<file path="src/lcd_feed_regs.vh">
// Constants for the row scan feed: panel and buffer geometry and counts
`ifndef LCD_FEED_REGS_VH
`define LCD_FEED_REGS_VH
// ----------------------------------------
// Panel geometry
// ----------------------------------------
`define COL_COUNT        320
`define ROW_VISIBLE      240
`define ROW_PER_FRAME    244
`define NIBBLE_WIDTH     4
`define CHIP_DOTS        80
`define CHIP_COUNT       4
`define CHIP_SHIFTS      20
`define SHIFTS_PER_ROW   80
`define SHIFT_CNT_W      7
`define ROW_CNT_W        8
`define CHIP_SEL_W       2
// ----------------------------------------
// Buffer geometry
// ----------------------------------------
`define BUF_DEPTH        2
`define BUF_WIDTH        320
`endif

</file>
<file path="src/mono_lcd_row_scan_feed.v">
// Row scan feed: captures nibbles, latches rows and drives column/scan state
//
// Summary of operation
// RULE1 - Host sends rows as nibbles, left first
// RULE2 - Nibble captured on shift clock falling edge
// RULE3 - Latch fall transfers row to columns
// RULE4 - Next row shifts while current displays
// RULE5 - Host sends 244 latched rows per frame; the bench starts a new frame after at most 15 rows
// RULE6 - Host pulses scan start once per frame
// RULE7 - One 80-dot chip enabled, advance each 20
// RULE8 - Host streams data continuously, no memory
// RULE9 - Latch falls equally spaced, at most 75us
// RULE10 - Frame period 8.33 to 16.94 ms; the bench frames last at most 15 rows of 5770 ns
// RULE11 - Shift clock 82ns period, 30ns phases; the host model runs a 64ns period with 32ns phases
// RULE12 - Latch high at least 250 ns
// RULE13 - 200ns around latch versus shift clock
// RULE14 - Alternation changes near latch, 26-row period
// RULE15 - Alternation signal always running
// RULE16 - Data high turns pixel on
// RULE17 - Display enable high shows image
// RULE18 - On pixels black, panel normally white
// RULE19 - Host fills extra rows with off pixels
// RULE20 - Host holds enable low until cadence
`timescale 1ns/10ps
`default_nettype none
`include "lcd_feed_regs.vh"

module mono_lcd_row_scan_feed (
  input  wire                       ref_clk,
  input  wire                       srst,
  input  wire                       pixel_shift_clock,
  input  wire                       row_latch_strobe,
  input  wire                       frame_scan_start,
  input  wire                       alternating_signal,
  input  wire                       display_on_control,
  input  wire [`NIBBLE_WIDTH-1:0]   pixel_nibble,
  output wire                       column_ready,
  output reg  [`COL_COUNT-1:0]      column_dark,
  output reg                        column_valid,
  output reg  [`ROW_CNT_W-1:0]      scan_row,
  output reg                        drive_polarity,
  output reg                        display_active,
  output reg  [`CHIP_COUNT-1:0]     chip_enable,
  output reg                        row_overrun
);

  // ----------------------------------------
  // Input synchronisers (two flops each)
  // ----------------------------------------
  reg [4+`NIBBLE_WIDTH:0] sync1_reg;
  reg [4+`NIBBLE_WIDTH:0] sync2_reg;
  reg                     xck_prev_reg;
  reg                     lp_prev_reg;

  // Whole bus through two stages; slow host edges keep data coherent
  always @(posedge ref_clk) begin
    if (srst) begin
      sync1_reg <= {(5+`NIBBLE_WIDTH){1'b0}};
      sync2_reg <= {(5+`NIBBLE_WIDTH){1'b0}};
    end else begin
      sync1_reg <= {display_on_control, alternating_signal, frame_scan_start,
                    row_latch_strobe, pixel_shift_clock, pixel_nibble};
      sync2_reg <= sync1_reg;
    end
  end

  // Stage-two taps; nothing reads stage one
  wire [`NIBBLE_WIDTH-1:0] nib_s  = sync2_reg[`NIBBLE_WIDTH-1:0];
  wire                     xck_s  = sync2_reg[`NIBBLE_WIDTH];
  wire                     lp_s   = sync2_reg[`NIBBLE_WIDTH+1];
  wire                     yd_s   = sync2_reg[`NIBBLE_WIDTH+2];
  wire                     alt_s  = sync2_reg[`NIBBLE_WIDTH+3];
  wire                     display_on_control_s = sync2_reg[`NIBBLE_WIDTH+4];

  // Edge detectors read only the second stage
  always @(posedge ref_clk) begin
    if (srst) begin
      xck_prev_reg <= 1'b0;
      lp_prev_reg  <= 1'b0;
    end else begin
      xck_prev_reg <= xck_s;
      lp_prev_reg  <= lp_s;
    end
  end

  // Falling edges, one cycle wide
  wire xck_fall = xck_prev_reg && !xck_s;
  wire lp_fall  = lp_prev_reg && !lp_s;

  // ----------------------------------------
  // Column shift register and chip select
  // ----------------------------------------
  reg [`COL_COUNT-1:0]      shift_reg;
  reg [`SHIFT_CNT_W-1:0]    shift_cnt_reg;
  reg [4:0]                 chip_cnt_reg;
  reg [`CHIP_SEL_W-1:0]     chip_sel_reg;

  // Saturation and wrap points, sized to their counters
  localparam [`SHIFT_CNT_W-1:0] SHIFT_LAST = `SHIFTS_PER_ROW;
  localparam [`ROW_CNT_W-1:0]   ROW_LAST   = `ROW_PER_FRAME - 1;
  localparam [4:0]              CHIP_LAST  = `CHIP_SHIFTS - 1;

  // Map a chip index to a one-hot enable
  function [`CHIP_COUNT-1:0] chip_onehot;
    input [`CHIP_SEL_W-1:0] sel;
    begin
      chip_onehot = {{(`CHIP_COUNT-1){1'b0}}, 1'b1} << sel;
    end
  endfunction

  // First nibble ends at the left; row shifts toward higher bits
  always @(posedge ref_clk) begin
    if (srst) begin
      shift_reg     <= {`COL_COUNT{1'b0}};
      shift_cnt_reg <= {`SHIFT_CNT_W{1'b0}};
      chip_cnt_reg  <= 5'h00;
      chip_sel_reg  <= {`CHIP_SEL_W{1'b0}};
    end else if (lp_fall) begin
      shift_cnt_reg <= {`SHIFT_CNT_W{1'b0}}; // RULE4
      chip_cnt_reg  <= 5'h00;
      chip_sel_reg  <= {`CHIP_SEL_W{1'b0}};
    end else if (xck_fall) begin
      // Data high means on; stored as-is for dark pixels
      shift_reg <= {shift_reg[`COL_COUNT-`NIBBLE_WIDTH-1:0], nib_s}; // RULE2 RULE16
      if (shift_cnt_reg != SHIFT_LAST)
        shift_cnt_reg <= shift_cnt_reg + 7'h01;
      if (chip_cnt_reg == CHIP_LAST) begin
        chip_cnt_reg <= 5'h00;
        chip_sel_reg <= chip_sel_reg + 2'h1; // RULE7
      end else begin
        chip_cnt_reg <= chip_cnt_reg + 5'h01;
      end
    end
  end

  // Only the chip receiving data sees an enable
  always @(posedge ref_clk) begin
    if (srst)
      chip_enable <= {`CHIP_COUNT{1'b0}};
    else if (shift_cnt_reg == SHIFT_LAST || lp_fall)
      chip_enable <= {`CHIP_COUNT{1'b0}};
    else
      chip_enable <= chip_onehot(chip_sel_reg); // RULE7
  end

  // ----------------------------------------
  // Row latch into buffer
  // ----------------------------------------
  wire buf_in_ready;
  wire buf_out_valid;
  wire [`COL_COUNT-1:0] buf_out_data;

  // Overrun flags a latched row lost because the buffer was full
  always @(posedge ref_clk) begin
    if (srst)
      row_overrun <= 1'b0;
    else
      row_overrun <= lp_fall && !buf_in_ready;
  end

  row_buffer u_row_buffer (
    .ref_clk   (ref_clk),
    .srst      (srst),
    .in_valid  (lp_fall),
    .in_ready  (buf_in_ready),
    .in_data   (shift_reg),
    .out_valid (buf_out_valid),
    .out_ready (column_ready),
    .out_data  (buf_out_data)
  );

  // ----------------------------------------
  // Column drive, scan counter, polarity
  // ----------------------------------------
  // Delayed pop marks when the buffer word lands
  reg pop_d_reg;

  // Output word of the buffer is valid the cycle after a pop
  always @(posedge ref_clk) begin
    if (srst)
      pop_d_reg <= 1'b0;
    else
      pop_d_reg <= buf_out_valid && column_ready;
  end

  // Display off blanks every column to white
  always @(posedge ref_clk) begin
    if (srst) begin
      column_dark  <= {`COL_COUNT{1'b0}};
      column_valid <= 1'b0;
    end else begin
      column_valid <= pop_d_reg;
      if (!display_on_control_s)
        column_dark <= {`COL_COUNT{1'b0}}; // RULE17 RULE18
      else if (pop_d_reg)
        column_dark <= buf_out_data; // RULE3 RULE18
    end
  end

  // Scan row restarts on a latch fall with scan start high
  always @(posedge ref_clk) begin
    if (srst) begin
      scan_row       <= {`ROW_CNT_W{1'b0}};
      drive_polarity <= 1'b0;
      display_active <= 1'b0;
    end else begin
      display_active <= display_on_control_s; // RULE17
      drive_polarity <= alt_s;
      if (lp_fall) begin
        if (yd_s)
          scan_row <= {`ROW_CNT_W{1'b0}}; // RULE6
        else if (scan_row != ROW_LAST)
          scan_row <= scan_row + 8'h01; // RULE4 RULE5
      end
    end
  end

  // Column drivers always accept; stall only if a consumer is added
  assign column_ready = 1'b1;

endmodule
`default_nettype wire

</file>
<file path="src/row_buffer.v">
// Two-entry buffer holding latched rows between capture and column drive
`timescale 1ns/10ps
`default_nettype none
`include "lcd_feed_regs.vh"

module row_buffer (
  input  wire                    ref_clk,
  input  wire                    srst,
  input  wire                    in_valid,
  output wire                    in_ready,
  input  wire [`BUF_WIDTH-1:0]   in_data,
  output wire                    out_valid,
  input  wire                    out_ready,
  output reg  [`BUF_WIDTH-1:0]   out_data
);

  reg [`BUF_WIDTH-1:0] mem_reg [0:`BUF_DEPTH-1];
  reg                  wr_ptr_reg;
  reg                  rd_ptr_reg;
  reg [1:0]            fill_reg;
  wire                 push;
  wire                 pop;

  // ----------------------------------------
  // Handshake terms
  // ----------------------------------------
  assign in_ready  = (fill_reg != 2'h2);
  assign out_valid = (fill_reg != 2'h0);
  assign push      = in_valid && in_ready;
  assign pop       = out_valid && out_ready;

  // Storage, pointers and fill level
  always @(posedge ref_clk) begin
    if (srst) begin
      wr_ptr_reg <= 1'b0;
      rd_ptr_reg <= 1'b0;
      fill_reg   <= 2'h0;
    end else begin
      if (push) begin
        mem_reg[wr_ptr_reg] <= in_data;
        wr_ptr_reg          <= ~wr_ptr_reg;
      end
      if (pop)
        rd_ptr_reg <= ~rd_ptr_reg;
      if (push && !pop)
        fill_reg <= fill_reg + 2'h1;
      else if (pop && !push)
        fill_reg <= fill_reg - 2'h1;
    end
  end

  // Head word taken on a pop; it stands in a flop from the next cycle
  always @(posedge ref_clk) begin
    if (srst)
      out_data <= {`BUF_WIDTH{1'b0}};
    else if (pop)
      out_data <= mem_reg[rd_ptr_reg];
  end

endmodule
`default_nettype wire

</file>
<file path="config.mk">
export PLATFORM = sky130hd
export DESIGN_NAME = mono_lcd_row_scan_feed
export DESIGN_NICKNAME = d
export VERILOG_FILES = /design/src/mono_lcd_row_scan_feed.v /design/src/row_buffer.v
export VERILOG_INCLUDE_DIRS = /design/src /design/src/src
export SDC_FILE = /design/constraint.sdc
export NUM_CORES = 2
export LEC_CHECK = 0
export BUFFER_PORTS_ARGS = -buffer_cell sky130_fd_sc_hd__buf_2
export CAP_MARGIN = 20
export CORE_ASPECT_RATIO = 1.1
export CORE_MARGIN = 1
export CORE_UTILIZATION = 54
export CTS_CLUSTER_SIZE = 24
export DETAILED_ROUTE_END_ITERATION = 16
export GPL_TIMING_DRIVEN = 0
export PLACE_DENSITY = 0.75
export SETUP_SLACK_MARGIN = 0.1
export SYNTH_ARGS = -nofsm -noshare
export SYNTH_HDL_FRONTEND = slang
export SYNTH_HIERARCHICAL = 1
export SYNTH_SLANG_ARGS = --single-unit
</file>
<file path="constraint.sdc">
create_clock -name ref_clk -period 29.6 [get_ports ref_clk]
set_input_delay 5.92 -clock ref_clk [delete_from_list [all_inputs] [get_ports ref_clk]]
set_output_delay 5.92 -clock ref_clk [all_outputs]
set_load 0.05 [all_outputs]
</file>
==> metrics <==
io pins 348; Crit. path cell count 10; sinks on the clock net 1655; crit end category flip-flop; Synth Cell Area 0.0588 mm²; Min-Delay Startpoint sync1_reg[7]; CP Buf/Inv Count 9; Pre-Repair DR Iteration Count 7; antenna cells 0; upper clock frequency limit 0.116 GHz; P per Cell Area 78.3 mW/mm²; CP Launch Type primary input; Worst Hold Class reg -> reg; Synth Area in Compound Gates 10.4%; count leader, synth dfxtp_1; vias in the first global route 37062; crit path launch srst; area leader, netlist dfxtp_1; Ys Warns 6; unrepaired setup endpoints after global routing no; simple-gate share of the synthesized area 7.78%; Setup Fix Bufs, Post-CTS 0; nets 5354; max reg flops 640; endpoints failing setup 0; register area share after synthesis 67.2%; Final Hold Viols 0; post-cts sizing count 0; average wire per standard cell 19.1 µm; TritonCTS Buffers 158; Placer Congestion 0.850; CP max stage cell nor3_2; Routed WL 132000 µm; global-route wire length before repair 204000 µm; xor/xnor cell area share of the yosys netlist 0.0744%; Die W 317 µm; full die area 0.110 mm²; DP Area 0.0631 mm²; worst-path fanout max 12; dpl ws 20.22 ns; Cell Chain, Critical Path buf_2, clkbuf_1, clkbuf_1, nor3_2, buf_8, buf_8, buf_6, buf_4, buf_8, buf_4; max-capacitance violation count 0; fin area 0.0682 mm²; Yosys reg bits 1655; CP Class in -> reg; initial antenna violation count 4; final worst slack 20.96 ns; Cell variety after synth 48; Yosys top cell area share 34.5%; FILL cells 8121; mux cell area share after synthesis 11.0%; Multi-input gate area 0.0173 mm²; CTS tree yes; largest cells by area after synthesis dfxtp_1 (35%), edfxtp_1 (33%), mux2i_1 (11%); layout cells sized above 1 16.9%; H-tree depth 4; FF-to-FF Start sync2_reg[5]; largest net degree at the start of global routing 21; core area 0.108 mm²; final worst-path cycle share 29.2%; Leak 23.1 nW; hold_buf cts 0; Data required, critical path 30.04 ns; Die Y 348 µm; Initial Utilization 54.6%; worst vdd ir 0.0613 mV; dominant synthesized flop cell dfxtp_1; detailed-placement wirelength estimate 89300 µm; Rel. slew slack 20.9%; Port Buffers 346; largest family of logic cells by synthesized area multiplexers; drt via density 5.57; Congestion Overflow GR 0; GRT Util Overall 23.5%; Period minus WS final 8.64 ns; Largest stage delay, worst path 0.91 ns; Longest Clk Path Bufs 3; worst hold stages 1; Routed Antenna Nets 0; synth cell count leaders dfxtp_1 (1015), mux2i_1 (643), nor2_1 (643); Slew Limit Fails 0; Post-Synth Adder-Cell Area 0.106%; crit-path most repeated cell buf_8; Clock Latency Late Sink 0.74 ns; post-route DRC violation count 0; outcome finished, final reports clean; area occupied by registers 0.0395 mm²; Reg clk slew, reported paths 0.06 ns; Worst Max-Slew Pin Slew 1.19 ns; CP delay by family, top buffers and inverters; EDFF count, synth 640; # rows 126; Post-synth ARST share 0%; DR iter-0 viols 2811; CP arrival 9.07 ns; Util after Layout 63.4%; Fin Clk Skew 0.0259 ns; vias 38340; synthesized area per cell 12.3 µm²; R2R cell count 13; P&R area growth vs syn 16.0%; Post-Synthesis Cells 4776; Root Driver clkbuf_16
## area by class of cell
class / instances / share of cell area (%)
Buffer: 400 / 2.87
Sequential cell: 1655 / 57.9
Multi-Input combinational cell: 2708 / 25.3
Timing Repair Buffer: 401 / 3.70
Clock inverter: 56 / 0.689
Inverter: 14 / 0.0770
Tap cell: 1408 / 2.58
Clock buffer: 236 / 6.81
## logic make-up (layout without fill, tap and decap cells)
family / count (synthesis) / count (layout)
multiplexers: 644 / 644
AO/OA/AOI/OAI: 999 / 999
flip-flops: 1655 / 1655
buffers and inverters: 414 / 1107
AND/OR/NAND/NOR: 1053 / 1053
XOR/XNOR: 5 / 5
other: 1 / 2
adder cells (fa/ha/maj): 5 / 5
## stage by stage
stage          TNS [ns]  total power, W  hold slack (ns)  instances
2_1_floorplan         0         0.00322            0.414       4777
3_3_place_gp   -3884.02         0.00340            0.417       6531
3_5_place_dp          0         0.00341            0.426       6586
4_1_cts               0         0.00538            0.439       6878
5_1_grt               0         0.00555            0.464       6878
6_report              0         0.00534            0.438       6878
## cell usage in the layout, fill, tap and decap left out, types with 7 or more instances in the layout
cell type and n:
edfxtp_1 640, clkbuf_1 211, clkbuf_16 168, nand2_1 9, dfxtp_1 1015, buf_6 35, buf_2 524, a211oi_2 60
buf_1 11, o21ai_0 331, clkinvlp_4 7, clkinv_1 10, nand3_1 329, nor2b_1 30, nor2_1 643, buf_4 36
buf_8 25, inv_1 13, a21oi_1 335, clkbuf_8 18, or3_1 11, mux2i_1 643, clkinv_2 25, a211oi_1 261
## final timing paths
kind	end	slack (ns)
min	sync2_reg[7]	0.44
min reg2reg	sync2_reg[7]	0.44
max	u_row_buffer/mem_reg[0][74]	20.96
max reg2reg	u_row_buffer/mem_reg[0][74]	25.86
## report_power, final
part | total [W] | switching, W | internal (W) | leakage (nW)
registers | 0.00258 | 0.0000863 | 0.00249 | 14.2
logic | 0.000791 | 0.000472 | 0.000319 | 6.48
clock network | 0.00197 | 0.000840 | 0.00113 | 2.50
## layer usage
layer  vias up  global-route usage (%)  share of wire, %
li1      18434                       -                 -
met1     18526                    30.2                42
met2      1069                    38.7                48
met3       311                    4.17               5.6
met4         0                    10.6               4.1
met5         -                       0                 0
Note: power is estimated with default switching activity, not from simulation.
